## config.mk

```make
export PLATFORM = sky130hd
export DESIGN_NAME = dmst_param_bank
export DESIGN_NICKNAME = d
export VERILOG_FILES = /design/src/dmst_pkg.sv /design/src/dmst_trip_if.sv /design/src/dmst_sec_gate.sv /design/src/dmst_trip_ctrl.sv /design/src/dmst_param_bank.sv
export SDC_FILE = /design/constraint.sdc
export NUM_CORES = 1
export LEC_CHECK = 0
export ABC_AREA = 1
export BUFFER_PORTS_ARGS = -buffer_cell sky130_fd_sc_hd__clkbuf_2
export CORE_MARGIN = 8
export CORE_UTILIZATION = 42
export CTS_CLUSTER_DIAMETER = 120
export DETAILED_ROUTE_END_ITERATION = 10
export PLACE_DENSITY = 0.82
export SKIP_LAST_GASP = 1
export SLEW_MARGIN = 0
export SYNTH_ARGS = -nofsm -noshare
export SYNTH_HDL_FRONTEND = slang
export SYNTH_SLANG_ARGS = --single-unit
```

## constraint.sdc

```tcl
create_clock -name clk -period 2.35 [get_ports clk]
set_clock_uncertainty 0.2 [all_clocks]
set_input_delay 0.47 -clock clk [delete_from_list [all_inputs] [get_ports clk]]
set_output_delay 0.47 -clock clk [all_outputs]
set_load 0.02 [all_outputs]
```

## src/dmst_pkg.sv

```systemverilog
// How it works
// - mode codes: 1 open-loop, 2 induction flux, 3 servo flux, 4 regen
// - mode writes refused unless unlock code holds 1253 or 1254
// - drive reset applying a new mode loads defaults, then saves them
// - level 0: all writable parameters editable, basic menu only visible
// - level 1: all menus visible and editable
// - level 2: everything read-only from the keypad (comms may still write), basic menu only visible
// - level 3: everything read-only from the keypad (comms may still write), all menus visible
// - level 4: keypad stays in status, no viewing or editing
// - keypad may always write the security level
// - firmware version is read-only, 0 to 99999999
// - trip action word is five independent bits, reset to zero
// - bit 0: stop before tripping on the non-important trip causes
// - bit 1: braking resistor overload detection disabled
// - bit 2: phase loss keeps running, trips once the user stops
// - bit 3: brake resistor temperature monitoring and its trip disabled
// - bit 4: parameter freeze on trip disabled
// - bit 4 clear: monitored values frozen from trip until trip clear
package dmst_pkg;
  localparam logic [7:0] IDX_MODE = 8'h30;
  localparam logic [7:0] IDX_SEC = 8'h31;
  localparam logic [7:0] IDX_FW = 8'h32;
  localparam logic [7:0] IDX_TRIP = 8'h33;
  localparam logic [2:0] MODE_OPEN = 3'h1;
  localparam logic [2:0] MODE_IND = 3'h2;
  localparam logic [2:0] MODE_SERVO = 3'h3;
  localparam logic [2:0] MODE_REGEN = 3'h4;
  localparam logic [2:0] MODE_RST = MODE_OPEN;
  localparam logic [15:0] UNLOCK_EU = 16'h04E5;
  localparam logic [15:0] UNLOCK_US = 16'h04E6;
  localparam logic [2:0] SEC_MENU0 = 3'h0;
  localparam logic [2:0] SEC_ALL = 3'h1;
  localparam logic [2:0] SEC_RO_MENU0 = 3'h2;
  localparam logic [2:0] SEC_RO = 3'h3;
  localparam logic [2:0] SEC_STATUS = 3'h4;
  localparam logic [2:0] SEC_NONE = 3'h5;
  localparam logic [2:0] SEC_RST = SEC_MENU0;
  localparam int TRIP_W = 5;
  localparam logic [4:0] TRIP_RST = 5'h00;
  localparam int TB_STOP = 0;
  localparam int TB_BRK_OVL = 1;
  localparam int TB_PHASE = 2;
  localparam int TB_BRK_TEMP = 3;
  localparam int TB_FREEZE = 4;
  localparam logic [31:0] FW_MAX = 32'h05F5E0FF;
endpackage

```

## src/dmst_trip_if.sv

```systemverilog
`timescale 1ns/10ps
interface dmst_trip_if;
  logic [4:0] cfg;
  logic io_ovl;
  logic ain1_loss;
  logic ain2_loss;
  logic kp_mode_trip;
  logic brk_ovl;
  logic phase_loss;
  logic brk_therm_open;
  logic running;
  logic trip_clear;
  logic trip;
  logic stop_req;
  logic freeze;
  modport ctrl (input cfg, io_ovl, ain1_loss, ain2_loss, kp_mode_trip,
    brk_ovl, phase_loss, brk_therm_open, running, trip_clear,
    output trip, stop_req, freeze);
  modport bank (output cfg, io_ovl, ain1_loss, ain2_loss, kp_mode_trip,
    brk_ovl, phase_loss, brk_therm_open, running, trip_clear,
    input trip, stop_req, freeze);
endinterface

```

## src/dmst_sec_gate.sv

```systemverilog
`timescale 1ns/10ps
module dmst_sec_gate
  import dmst_pkg::*;
(
  input wire logic [2:0] level,
  input wire logic from_keypad,
  input wire logic wr,
  input wire logic [7:0] idx,
  output logic allow
);
  // all parameters of this bank sit in the basic menu
  always_comb
  begin
    allow = 1'b1;
    if (from_keypad)
    begin
      case (level)
        SEC_MENU0: allow = 1'b1;
        SEC_ALL: allow = 1'b1;
        SEC_RO_MENU0: allow = !wr;
        SEC_RO: allow = !wr;
        default: allow = 1'b0;
      endcase
      if (wr && idx == IDX_SEC)
        allow = 1'b1;
    end
    else if (level == SEC_NONE)
      allow = 1'b0;
  end
endmodule

```

## src/dmst_trip_ctrl.sv

```systemverilog
`timescale 1ns/10ps
module dmst_trip_ctrl
  import dmst_pkg::*;
(
  input wire logic clk,
  input wire logic sys_rst,
  dmst_trip_if.ctrl t
);
  logic noncrit;
  logic trip_set;
  logic trip_reg;
  logic stop_req_reg;
  logic freeze_reg;
  logic pl_pend_reg;

  assign noncrit = t.io_ovl | t.ain1_loss | t.ain2_loss | t.kp_mode_trip;

  always_comb
  begin
    trip_set = 1'b0;
    if (noncrit && (!t.cfg[TB_STOP] || !t.running))
      trip_set = 1'b1;
    if (t.brk_ovl && !t.cfg[TB_BRK_OVL])
      trip_set = 1'b1;
    if (t.phase_loss && !t.cfg[TB_PHASE])
      trip_set = 1'b1;
    if (pl_pend_reg && !t.running)
      trip_set = 1'b1;
    if (t.brk_therm_open && !t.cfg[TB_BRK_TEMP])
      trip_set = 1'b1;
  end

  // phase loss seen while running waits for the user stop
  always_ff @(posedge clk or posedge sys_rst)
  begin
    if (sys_rst)
      pl_pend_reg <= 1'b0;
    else if (t.phase_loss && t.cfg[TB_PHASE])
      pl_pend_reg <= 1'b1;
    else if (trip_reg)
      pl_pend_reg <= 1'b0;
  end

  // a new cause wins over a clear in the same cycle
  always_ff @(posedge clk or posedge sys_rst)
  begin
    if (sys_rst)
      trip_reg <= 1'b0;
    else if (trip_set)
      trip_reg <= 1'b1;
    else if (t.trip_clear)
      trip_reg <= 1'b0;
  end

  always_ff @(posedge clk or posedge sys_rst)
  begin
    if (sys_rst)
      stop_req_reg <= 1'b0;
    else
      stop_req_reg <= (noncrit & t.cfg[TB_STOP]) |
        (t.phase_loss & ~t.cfg[TB_PHASE]);
  end

  always_ff @(posedge clk or posedge sys_rst)
  begin
    if (sys_rst)
      freeze_reg <= 1'b0;
    else if (t.cfg[TB_FREEZE])
      freeze_reg <= 1'b0;
    else if (trip_set)
      freeze_reg <= 1'b1;
    else if (t.trip_clear)
      freeze_reg <= 1'b0;
  end

  assign t.trip = trip_reg;
  assign t.stop_req = stop_req_reg;
  assign t.freeze = freeze_reg;
endmodule

```

## src/dmst_param_bank.sv

```systemverilog
`timescale 1ns/10ps
module dmst_param_bank
  import dmst_pkg::*;
#(
  parameter logic [31:0] FW_VERSION = 32'h00000000
)
(
  input wire logic clk,
  input wire logic sys_rst,
  input wire logic kp_req,
  input wire logic kp_wr,
  input wire logic [7:0] kp_idx,
  input wire logic [31:0] kp_wdata,
  output logic kp_ack,
  output logic kp_err,
  output logic [31:0] kp_rdata,
  input wire logic cm_req,
  input wire logic cm_wr,
  input wire logic [7:0] cm_idx,
  input wire logic [31:0] cm_wdata,
  output logic cm_ack,
  output logic cm_err,
  output logic [31:0] cm_rdata,
  input wire logic [15:0] unlock_code_parameter,
  input wire logic drive_reset,
  output logic [2:0] act_mode,
  output logic defaults_load,
  output logic nv_save,
  output logic kp_view_all,
  output logic kp_status_only,
  output logic [4:0] trip_action,
  input wire logic io_ovl,
  input wire logic ain1_loss,
  input wire logic ain2_loss,
  input wire logic kp_mode_trip,
  input wire logic brk_ovl,
  input wire logic phase_loss,
  input wire logic brk_therm_open,
  input wire logic motor_running,
  input wire logic trip_clear,
  output logic trip_out,
  output logic stop_req,
  output logic freeze_hold
);
  typedef enum logic [1:0] {MS_IDLE, MS_LOAD, MS_SAVE} dmst_apply_t;

  // firmware word, clipped to the displayable range (value is arbitrary)
  localparam logic [31:0] FW_WORD =
    (FW_VERSION > FW_MAX) ? FW_MAX : FW_VERSION;

  logic [2:0] par_mode_reg;
  logic [2:0] act_mode_reg;
  logic [2:0] sec_reg;
  logic [4:0] trip_cfg_reg;
  dmst_apply_t apply_reg;
  logic defaults_load_reg;
  logic nv_save_reg;
  logic kp_view_all_reg;
  logic kp_status_only_reg;
  logic kp_ack_reg;
  logic kp_err_reg;
  logic [31:0] kp_rdata_reg;
  logic cm_ack_reg;
  logic cm_err_reg;
  logic [31:0] cm_rdata_reg;

  logic kp_take;
  logic cm_take;
  logic sel_kp;
  logic sel_wr;
  logic [7:0] sel_idx;
  logic [31:0] sel_wdata;
  logic kp_allow;
  logic cm_allow;
  logic sel_allow;
  logic unlocked;
  logic [32:0] rd_word;
  logic wr_ok;
  logic acc_ok;
  logic do_write;

  dmst_trip_if trip_bus ();

  // read decode: bit 32 marks a mapped parameter
  function automatic logic [32:0] read_word(
    input logic [7:0] idx,
    input logic [2:0] mode,
    input logic [2:0] sec,
    input logic [4:0] cfg
  );
    logic [32:0] r;
    r = {1'b0, 32'h00000000};
    case (idx)
      IDX_MODE: r = {1'b1, 29'h00000000, mode};
      IDX_SEC: r = {1'b1, 29'h00000000, sec};
      IDX_FW: r = {1'b1, FW_WORD};
      IDX_TRIP: r = {1'b1, 27'h0000000, cfg};
      default: r = {1'b0, 32'h00000000};
    endcase
    return r;
  endfunction

  // write check: mapped, writable and in range
  function automatic logic write_ok(
    input logic [7:0] idx,
    input logic [31:0] wdata,
    input logic unl
  );
    logic ok;
    ok = 1'b0;
    case (idx)
      IDX_MODE: ok = unl && wdata >= 32'(MODE_OPEN)
        && wdata <= 32'(MODE_REGEN);
      IDX_SEC: ok = wdata <= 32'(SEC_NONE);
      IDX_TRIP: ok = wdata < 32'h00000020;
      default: ok = 1'b0;
    endcase
    return ok;
  endfunction

  // requests are levels held until ack; keypad wins a collision
  assign kp_take = kp_req & ~kp_ack_reg;
  assign cm_take = cm_req & ~cm_ack_reg & ~kp_take;
  assign sel_kp = kp_take;
  assign sel_wr = sel_kp ? kp_wr : cm_wr;
  assign sel_idx = sel_kp ? kp_idx : cm_idx;
  assign sel_wdata = sel_kp ? kp_wdata : cm_wdata;

  assign unlocked = (unlock_code_parameter == UNLOCK_EU) ||
    (unlock_code_parameter == UNLOCK_US);

  dmst_sec_gate kp_gate (
    .level(sec_reg),
    .from_keypad(1'b1),
    .wr(kp_wr),
    .idx(kp_idx),
    .allow(kp_allow)
  );

  dmst_sec_gate cm_gate (
    .level(sec_reg),
    .from_keypad(1'b0),
    .wr(cm_wr),
    .idx(cm_idx),
    .allow(cm_allow)
  );

  assign sel_allow = sel_kp ? kp_allow : cm_allow;
  assign rd_word = read_word(sel_idx, par_mode_reg, sec_reg, trip_cfg_reg);
  assign wr_ok = write_ok(sel_idx, sel_wdata, unlocked);
  assign acc_ok = sel_allow && (sel_wr ? wr_ok : rd_word[32]);
  assign do_write = (kp_take | cm_take) & sel_wr & acc_ok;

  // mode parameter; takes effect only at the next drive reset
  always_ff @(posedge clk or posedge sys_rst)
  begin
    if (sys_rst)
      par_mode_reg <= MODE_RST;
    else if (do_write && sel_idx == IDX_MODE)
      par_mode_reg <= sel_wdata[2:0];
  end

  always_ff @(posedge clk or posedge sys_rst)
  begin
    if (sys_rst)
      sec_reg <= SEC_RST;
    else if (do_write && sel_idx == IDX_SEC)
      sec_reg <= sel_wdata[2:0];
  end

  always_ff @(posedge clk or posedge sys_rst)
  begin
    if (sys_rst)
      trip_cfg_reg <= TRIP_RST;
    else if (apply_reg == MS_LOAD)
      trip_cfg_reg <= TRIP_RST;
    else if (do_write && sel_idx == IDX_TRIP)
      trip_cfg_reg <= sel_wdata[TRIP_W-1:0];
  end

  // mode change sequence: apply, load defaults, save to nonvolatile memory
  always_ff @(posedge clk or posedge sys_rst)
  begin
    if (sys_rst)
    begin
      apply_reg <= MS_IDLE;
      act_mode_reg <= MODE_RST;
      defaults_load_reg <= 1'b0;
      nv_save_reg <= 1'b0;
    end
    else
    begin
      defaults_load_reg <= 1'b0;
      nv_save_reg <= 1'b0;
      case (apply_reg)
        MS_IDLE:
        begin
          if (drive_reset && par_mode_reg != act_mode_reg)
          begin
            act_mode_reg <= par_mode_reg;
            defaults_load_reg <= 1'b1;
            apply_reg <= MS_LOAD;
          end
        end
        MS_LOAD:
        begin
          nv_save_reg <= 1'b1;
          apply_reg <= MS_SAVE;
        end
        MS_SAVE: apply_reg <= MS_IDLE;
        default: apply_reg <= MS_IDLE;
      endcase
    end
  end

  // keypad display control from the security level
  always_ff @(posedge clk or posedge sys_rst)
  begin
    if (sys_rst)
    begin
      kp_view_all_reg <= 1'b0;
      kp_status_only_reg <= 1'b0;
    end
    else
    begin
      kp_view_all_reg <= (sec_reg == SEC_ALL) || (sec_reg == SEC_RO);
      kp_status_only_reg <= (sec_reg == SEC_STATUS) ||
        (sec_reg == SEC_NONE);
    end
  end

  always_ff @(posedge clk or posedge sys_rst)
  begin
    if (sys_rst)
    begin
      kp_ack_reg <= 1'b0;
      kp_err_reg <= 1'b0;
      kp_rdata_reg <= 32'h00000000;
    end
    else
    begin
      kp_ack_reg <= kp_take;
      if (kp_take)
      begin
        kp_err_reg <= !acc_ok;
        kp_rdata_reg <= (acc_ok && !kp_wr) ? rd_word[31:0] : 32'h00000000;
      end
    end
  end

  always_ff @(posedge clk or posedge sys_rst)
  begin
    if (sys_rst)
    begin
      cm_ack_reg <= 1'b0;
      cm_err_reg <= 1'b0;
      cm_rdata_reg <= 32'h00000000;
    end
    else
    begin
      cm_ack_reg <= cm_take;
      if (cm_take)
      begin
        cm_err_reg <= !acc_ok;
        cm_rdata_reg <= (acc_ok && !cm_wr) ? rd_word[31:0] : 32'h00000000;
      end
    end
  end

  assign trip_bus.cfg = trip_cfg_reg;
  assign trip_bus.io_ovl = io_ovl;
  assign trip_bus.ain1_loss = ain1_loss;
  assign trip_bus.ain2_loss = ain2_loss;
  assign trip_bus.kp_mode_trip = kp_mode_trip;
  assign trip_bus.brk_ovl = brk_ovl;
  assign trip_bus.phase_loss = phase_loss;
  assign trip_bus.brk_therm_open = brk_therm_open;
  assign trip_bus.running = motor_running;
  assign trip_bus.trip_clear = trip_clear;

  dmst_trip_ctrl trip_ctrl (
    .clk(clk),
    .sys_rst(sys_rst),
    .t(trip_bus)
  );

  assign kp_ack = kp_ack_reg;
  assign kp_err = kp_err_reg;
  assign kp_rdata = kp_rdata_reg;
  assign cm_ack = cm_ack_reg;
  assign cm_err = cm_err_reg;
  assign cm_rdata = cm_rdata_reg;
  assign act_mode = act_mode_reg;
  assign defaults_load = defaults_load_reg;
  assign nv_save = nv_save_reg;
  assign kp_view_all = kp_view_all_reg;
  assign kp_status_only = kp_status_only_reg;
  assign trip_action = trip_cfg_reg;
  assign trip_out = trip_bus.trip;
  assign stop_req = trip_bus.stop_req;
  assign freeze_hold = trip_bus.freeze;
endmodule

```

=== Word level (Yosys, flattened, before mapping) ===
Cells that the tools add are included.

* Register bits: 92
* Bits in latches: 0
* Memory bits (writable): 0
* Bits in read-only memories: 0
* Word-level logic and storage cells: 120
* Memories kept: 0

* Add/subtract/negate cells: 0
* Multiply operators: 0
* Divide/modulo/power cells: 0
* Magnitude comparators: 4
* Equality and inequality tests: 15
* Shifts and indexed selects: 0
* Muxes and demuxes: 29
* Bitwise operators: 16
* Reduce and logical (&&, ||, !) cells: 37

{| class="wikitable"
|+ Operator list
! kind !! number
|-
| $pmux 33 s4 || 1
|-
| $mux 32 || 3
|-
| $le 32x3->1 const B || 2
|-
| $eq 8x6->1 const B || 5
|-
| $eq 16x11->1 const B || 2
|-
| $ge 32x1->1 const B || 1
|-
| $lt 32x6->1 const B || 1
|-
| $mux 1 || 18
|-
| $logic_and 1x1->1 || 16
|-
| $mux 5 || 2
|-
| $logic_not 1->1 || 8
|-
| $mux 8 || 1
|-
| $and 1x1->1 || 7
|-
| $eq 3x2->1 const B || 2
|-
| $eq 3x3->1 const B || 2
|-
| $reduce_bool 2->1 || 3
|-
| $or 1x1->1 || 5
|-
| $logic_or 1x1->1 || 4
|-
| $not 1->1 || 4
|-
| $pmux 2 s2 || 1
|-
| $reduce_or 2->1 || 2
|-
| $eq 3x1->1 const B || 1
|-
| $logic_not 3->1 || 1
|-
| $ne 3x3->1 || 1
|-
| other kinds (8) || 8
|}

=== Longest topological paths before layout ===
* Depth in word-level cells: 13
* Gate-level depth with buffers: 17
* Gate-level depth less buffers: 16

=== Cells and area by module ===
Synthesis repeated with hierarchy kept, for this count alone.

* Cell total of the unflattened synthesis: 427
* Area, all modules: 2930.3 um2

{| class="wikitable"
|+ Modules (own cells, without submodules)
! module !! instances !! cells each !! area an instance (um2) !! seq. area each (um2)
|-
| dmst_param_bank || 1 || 357 || 2560.0 || 853.3
|-
| dmst_trip_ctrl || 1 || 32 || 217.7 || 100.1
|-
| dmst_sec_gate || 2 || 19 || 76.3 || 0.0
|}

=== Worst setup path after synthesis ===
OpenSTA, ideal clock, no wires.

* Kind: register -> register
* From: register kp_ack_reg, in the netlist kp_ack
* To: register par_mode_reg[1]
* Library setup time: 0.128 ns
* Arrival time: 1.784 ns
* Data required time: 2.022 ns
* Setup slack: 0.238 ns
* Stages on the path, launching flop included: 9
* Path through: dfrtp_1 > inv_2 > nand2_2 > buf_4 > nand2_1 > o21ai_1 > nand4_2 > nand2_1 > o21ai_0

* Longest elaborated chain between the ends: 11
* Elaborated cells on any way between the ends: 26
* Those cells by class: order compare (4); eq/ne (4); mux (7); bitwise (7); reduce/logical (4)

{| class="wikitable"
|+ RTL lines
! element !! line !! text
|-
| start, declared || dmst_param_bank.sv:60 || <nowiki>logic kp_ack_reg;</nowiki>
|-
| start signal, assigned || dmst_param_bank.sv:242 || <nowiki>kp_ack_reg <= kp_take;</nowiki>
|-
| $not 1->1 (*) || dmst_param_bank.sv:122 || <nowiki>assign kp_take = kp_req & ~kp_ack_reg;</nowiki>
|-
| $and 1x1->1 (*) || dmst_param_bank.sv:122 ||
|-
| $mux 32 || dmst_param_bank.sv:127 || <nowiki>assign sel_wdata = sel_kp ? kp_wdata : cm_wdata;</nowiki>
|-
| $ge 32x1->1 || dmst_param_bank.sv:112 || <nowiki>IDX_MODE: ok = unl && wdata >= 32'(MODE_OPEN)</nowiki>
|-
| $logic_and 1x1->1 || dmst_param_bank.sv:112 ||
|-
| $logic_and 1x1->1 || dmst_param_bank.sv:113 || <nowiki>&& wdata <= 32'(MODE_REGEN);</nowiki>
|-
| $pmux 1 s3 || dmst_param_bank.sv:111 || <nowiki>case (idx)</nowiki>
|-
| $mux 1 || dmst_param_bank.sv:151 || <nowiki>assign acc_ok = sel_allow && (sel_wr ? wr_ok : rd_word[32]);</nowiki>
|-
| $logic_and 1x1->1 || dmst_param_bank.sv:151 ||
|-
| $and 1x1->1 || dmst_param_bank.sv:152 || <nowiki>assign do_write = (kp_take | cm_take) & sel_wr & acc_ok;</nowiki>
|-
| $logic_and 1x1->1 || dmst_param_bank.sv:159 || <nowiki>else if (do_write && sel_idx == IDX_MODE)</nowiki>
|-
| end signal, assigned || dmst_param_bank.sv:160 || <nowiki>par_mode_reg <= sel_wdata[2:0];</nowiki>
|-
| end, declared || dmst_param_bank.sv:51 || <nowiki>logic [2:0] par_mode_reg;</nowiki>
|}

Mark *: on every way between the ends. The rest lies on a longest branch, timed or not.
A chain may end at the register's enable or synchronous reset.

=== Worst setup path in the final report ===
* From: register kp_ack_reg, in the netlist kp_ack
* To: register kp_rdata_reg[0], in the netlist kp_rdata[0]

* Longest elaborated chain between the ends: 11
* Elaborated cells on any way between the ends: 22
* Those cells by class: order compare (4); eq/ne (4); mux (8); bitwise (2); reduce/logical (4)

{| class="wikitable"
|+ RTL lines
! element !! line !! text
|-
| $not 1->1 (*) || dmst_param_bank.sv:122 ||
|-
| $and 1x1->1 (*) || dmst_param_bank.sv:122 ||
|-
| $mux 32 || dmst_param_bank.sv:127 ||
|-
| $ge 32x1->1 || dmst_param_bank.sv:112 ||
|-
| $logic_and 1x1->1 || dmst_param_bank.sv:112 ||
|-
| $logic_and 1x1->1 || dmst_param_bank.sv:113 ||
|-
| $pmux 1 s3 || dmst_param_bank.sv:111 ||
|-
| $mux 1 || dmst_param_bank.sv:151 ||
|-
| $logic_and 1x1->1 || dmst_param_bank.sv:151 ||
|-
| $logic_and 1x1->1 || dmst_param_bank.sv:246 || <nowiki>kp_rdata_reg <= (acc_ok && !kp_wr) ? rd_word[31:0] : 32'h00000000;</nowiki>
|-
| $mux 32 || dmst_param_bank.sv:246 ||
|-
| end signal, assigned || dmst_param_bank.sv:246 ||
|-
| end, declared || dmst_param_bank.sv:62 || <nowiki>logic [31:0] kp_rdata_reg;</nowiki>
|}

Marked as above.

==> metrics.md <==
| Metric | Value |
|---|---|
| Setup CP Type | `reg -> reg` |
| Core area | `6350 sq um` |
| CTS HTree Levels | `2` |
| Final hold violation count | `0` |
| Met3 WL | `673 um` |
| Initial antenna violation count | `0` |
| Area growth syn-to-layout | `35.10%` |
| Port Buffers | `140` |
| Mapped Area | `2759 sq um` |
| CTS clk-pin slew, worst paths | `0.07 ns` |
| Grt ovf | `0` |
| Endpoints failing setup | `0` |
| Worst R2R Path Depth | `16` |
| Synthesized flop and latch total | `38` |
| Setup crit start kind | `flip-flop` |
| Clk root buf | `clkbuf_8` |
| Cts bufs inserted | `5` |
| Outcome | `finished clean` |
| DRT iter0 DRCs | `192` |
| R2R setup slack | `0.03 ns` |
| Syn_area_per_cell | `6.915 sq um` |
| Setup_tns | `0 ns` |
| Clock sinks | `38` |
| Synth cell types | `33` |
| I/O Pins | `195` |
| Worst reg2reg path startpoint | `kp_ack$_DFF_PP0_` |
| Largest cells by area after synthesis | `dfrtp_1, buf_4, nand2_1, inv_1, nor2_1` |
| Placed wire-length estimate | `7290 um` |
| Die ar. | `9419 sq um` |
| DR WL met2 | `4833 um` |
| Critical path required time | `2.38 ns` |
| Insertion delay of the later-clocked pin in the worst-skew pair | `0.29 ns` |
| Critical Path Fanout Max | `7` |
| ANT cells | `0` |
| RePlAce Congestion | `0.9941` |
| Antenna-violating nets left | `0` |
| Synth Instances | `399` |
| # rows | `29` |
| PwrDens | `552.7 nW/um^2` |
| Finished Cell Area | `3727 sq um` |
| Largest net degree at the start of global routing | `39` |
| Starting Density | `43.45%` |
| Ys Warns | `0` |
| Max-slew headroom | `57.51%` |
| Nets | `676` |
| Max Buffers Root-to-Sink | `2` |
| First-pass GRT wire length | `13810 um` |
| Final period utilization | `98.58%` |
| Die Width | `97.05 um` |
| Pre-antenna DRT Iters | `4` |
| Residual DRC | `0` |
| CTS tree | `built` |
| Critical Path Sink Type | `flip-flop` |
| Placed instance area | `3432 sq um` |
| Vias per std cell | `4.681` |
| Die H | `97.05 um` |
| Critical R2R Capture | `kp_rdata[0]$_DFFE_PP0N_` |
| Tmin final | `2.317 ns` |
| Max_cap viols | `0` |
| Final wirelength | `9286 um` |
| Hold buffers post-CTS | `0` |
| Critical path data arrival time | `2.35 ns` |
| Share of cells above drive strength 1 | `37.17%` |
| Post-synthesis sequential area ratio | `34.56%` |
| Worst-Margin Slew | `0.6324 ns` |
| Type of the worst min-delay path | `in -> async` |
| Max rail drop VDD | `0.3198 mV` |
| Vias in the first global route | `3016` |
| Area fraction of the dominant cell type after synthesis | `32.65%` |
| Unrepaired setup endpoints after global routing | `yes` |
| Top layer in use | `met4` |
| Global-route usage over all layers | `17.44%` |
| P_leak | `0.002236 uW` |
| Max-slew violations | `0` |
| WL/cell | `14.46 um` |
| Routed vias | `3005` |
| Met1 WL | `3559 um` |
| Peak Freq | `431.7 MHz` |
| Synth area leader | `dfrtp_1` |
## through the flow
stage,util (%),worst slack [ns],hold WS [ns],cells,total power (uW)
floorplan,-,0.2379,0.2214,452,1340
global placement,54.05,0.02008,0.2524,627,1544
detailed placement,54.05,-0.09182,0.2594,627,1557
CTS,55.57,0.03202,0.07352,635,2015
global route,58.70,-0.1013,0.1098,642,2191
finish,58.70,0.03342,0.06079,642,2060
## power breakdown
group / internal, uW / total [uW] / switching [uW]
clock: 237 / 461 / 224
combinational: 261 / 763 / 502
sequential: 753 / 836 / 82.2
## layout by cell type, fill, tap and decap left out, drive strengths merged
cell type,instances
clkbuf,147
nand2,108
inv,59
nor2,58
conb,54
dfrtp,36
nand3,30
buf,18
o21ai,17
nor3,8
o22ai,5
a21oi,5
nand4,5
nor3b,3
nor4,2
dfstp,2
nand3b,1
o21a,1
o311ai,1
o41ai,1
a2111oi,1
o211ai,1
o221ai,1
clkinv,1
## logic make-up after synthesis
kind of cell / share of synthesized area (%)
simple gates: 34.42
buf+inv: 23.81
flops: 34.56
compound gates: 7.075
other cells: 0.1359
## critical path: stages (launching register included)
cell     delay (ns)
dfrtp_2        0.49
inv_8          0.14
nand2_8        0.09
buf_6          0.14
nand2_4        0.05
nand2_2        0.05
a21oi_2        0.12
nand2_1        0.06
nor2_1         0.11
nor2_1         0.05
nand2_1        0.09
nand2_2        0.07
nand2_4        0.11
nand2_4        0.09
nor2_4         0.20
nand3_2        0.10
nand2_2        0.08
## how the worst max path moves through the flow
stage | start | endpoint | cells after the start
2_1_floorplan | kp_ack$_DFF_PP0_ | par_mode_reg[1]$_DFFE_PP0P_ | 8
3_3_place_gp | kp_req | cm_rdata[1]$_DFFE_PP0P_ | 15
3_5_place_dp | kp_req | kp_rdata[0]$_DFFE_PP0N_ | 15
4_1_cts | kp_ack$_DFF_PP0_ | kp_rdata[0]$_DFFE_PP0N_ | 15
5_1_grt | kp_req | trip_action[1]$_DFFE_PP0P_ | 17
6_report | kp_ack$_DFF_PP0_ | kp_rdata[0]$_DFFE_PP0N_ | 16
## what timing repair did
item                                    CTS  global route
pin swaps                                 0            20
endpoints found under the setup margin   10            23
gates resized for setup                   1            38
cloned                                    0             4
buffers inserted                          0             3
## synth_stat cells
cell type and instances:
nand2_4 1, o311ai_0 1, nor2_1 52, a2111oi_0 1
o21ai_1 8, nor2_2 2, nand3_2 1, nor2_4 3
nand4_2 2, nor4_1 2, inv_2 2, o41ai_1 1
dfstp_2 2, buf_4 55, o21ai_2 1, inv_1 57
nand3_1 29, nor3_1 8, o21ai_0 8, o221ai_1 1
dfrtp_1 36, nand2_2 4, a21oi_1 5, nand3b_1 1
buf_6 2, nand4_1 2, nand4_4 1, o22ai_1 5
o21a_1 1, nand2_1 100, conb_1 1, nor3b_1 3
o211ai_1 1
## area by class of cell
class	count	area, sq um
Tap cell	77	96.34
Timing Repair Buffer	158	845.8
Inverter	59	229.0
Fill cell	572	2623
Clock inverter	1	5.005
Multi-Input combinational cell	302	1510
Clock buffer	7	86.33
Sequential cell	38	954.7
## routing by layer
| layer | vias up | global-route usage [%] |
|---|---|---|
| met4 | 0 | 5.562 |
| met5 | - | 0 |
| met2 | 138 | 31.35 |
| met3 | 20 | 5.477 |
| li1 | 1477 | - |
| met1 | 1370 | 18.87 |
Note: power is estimated with default switching activity, not from simulation.
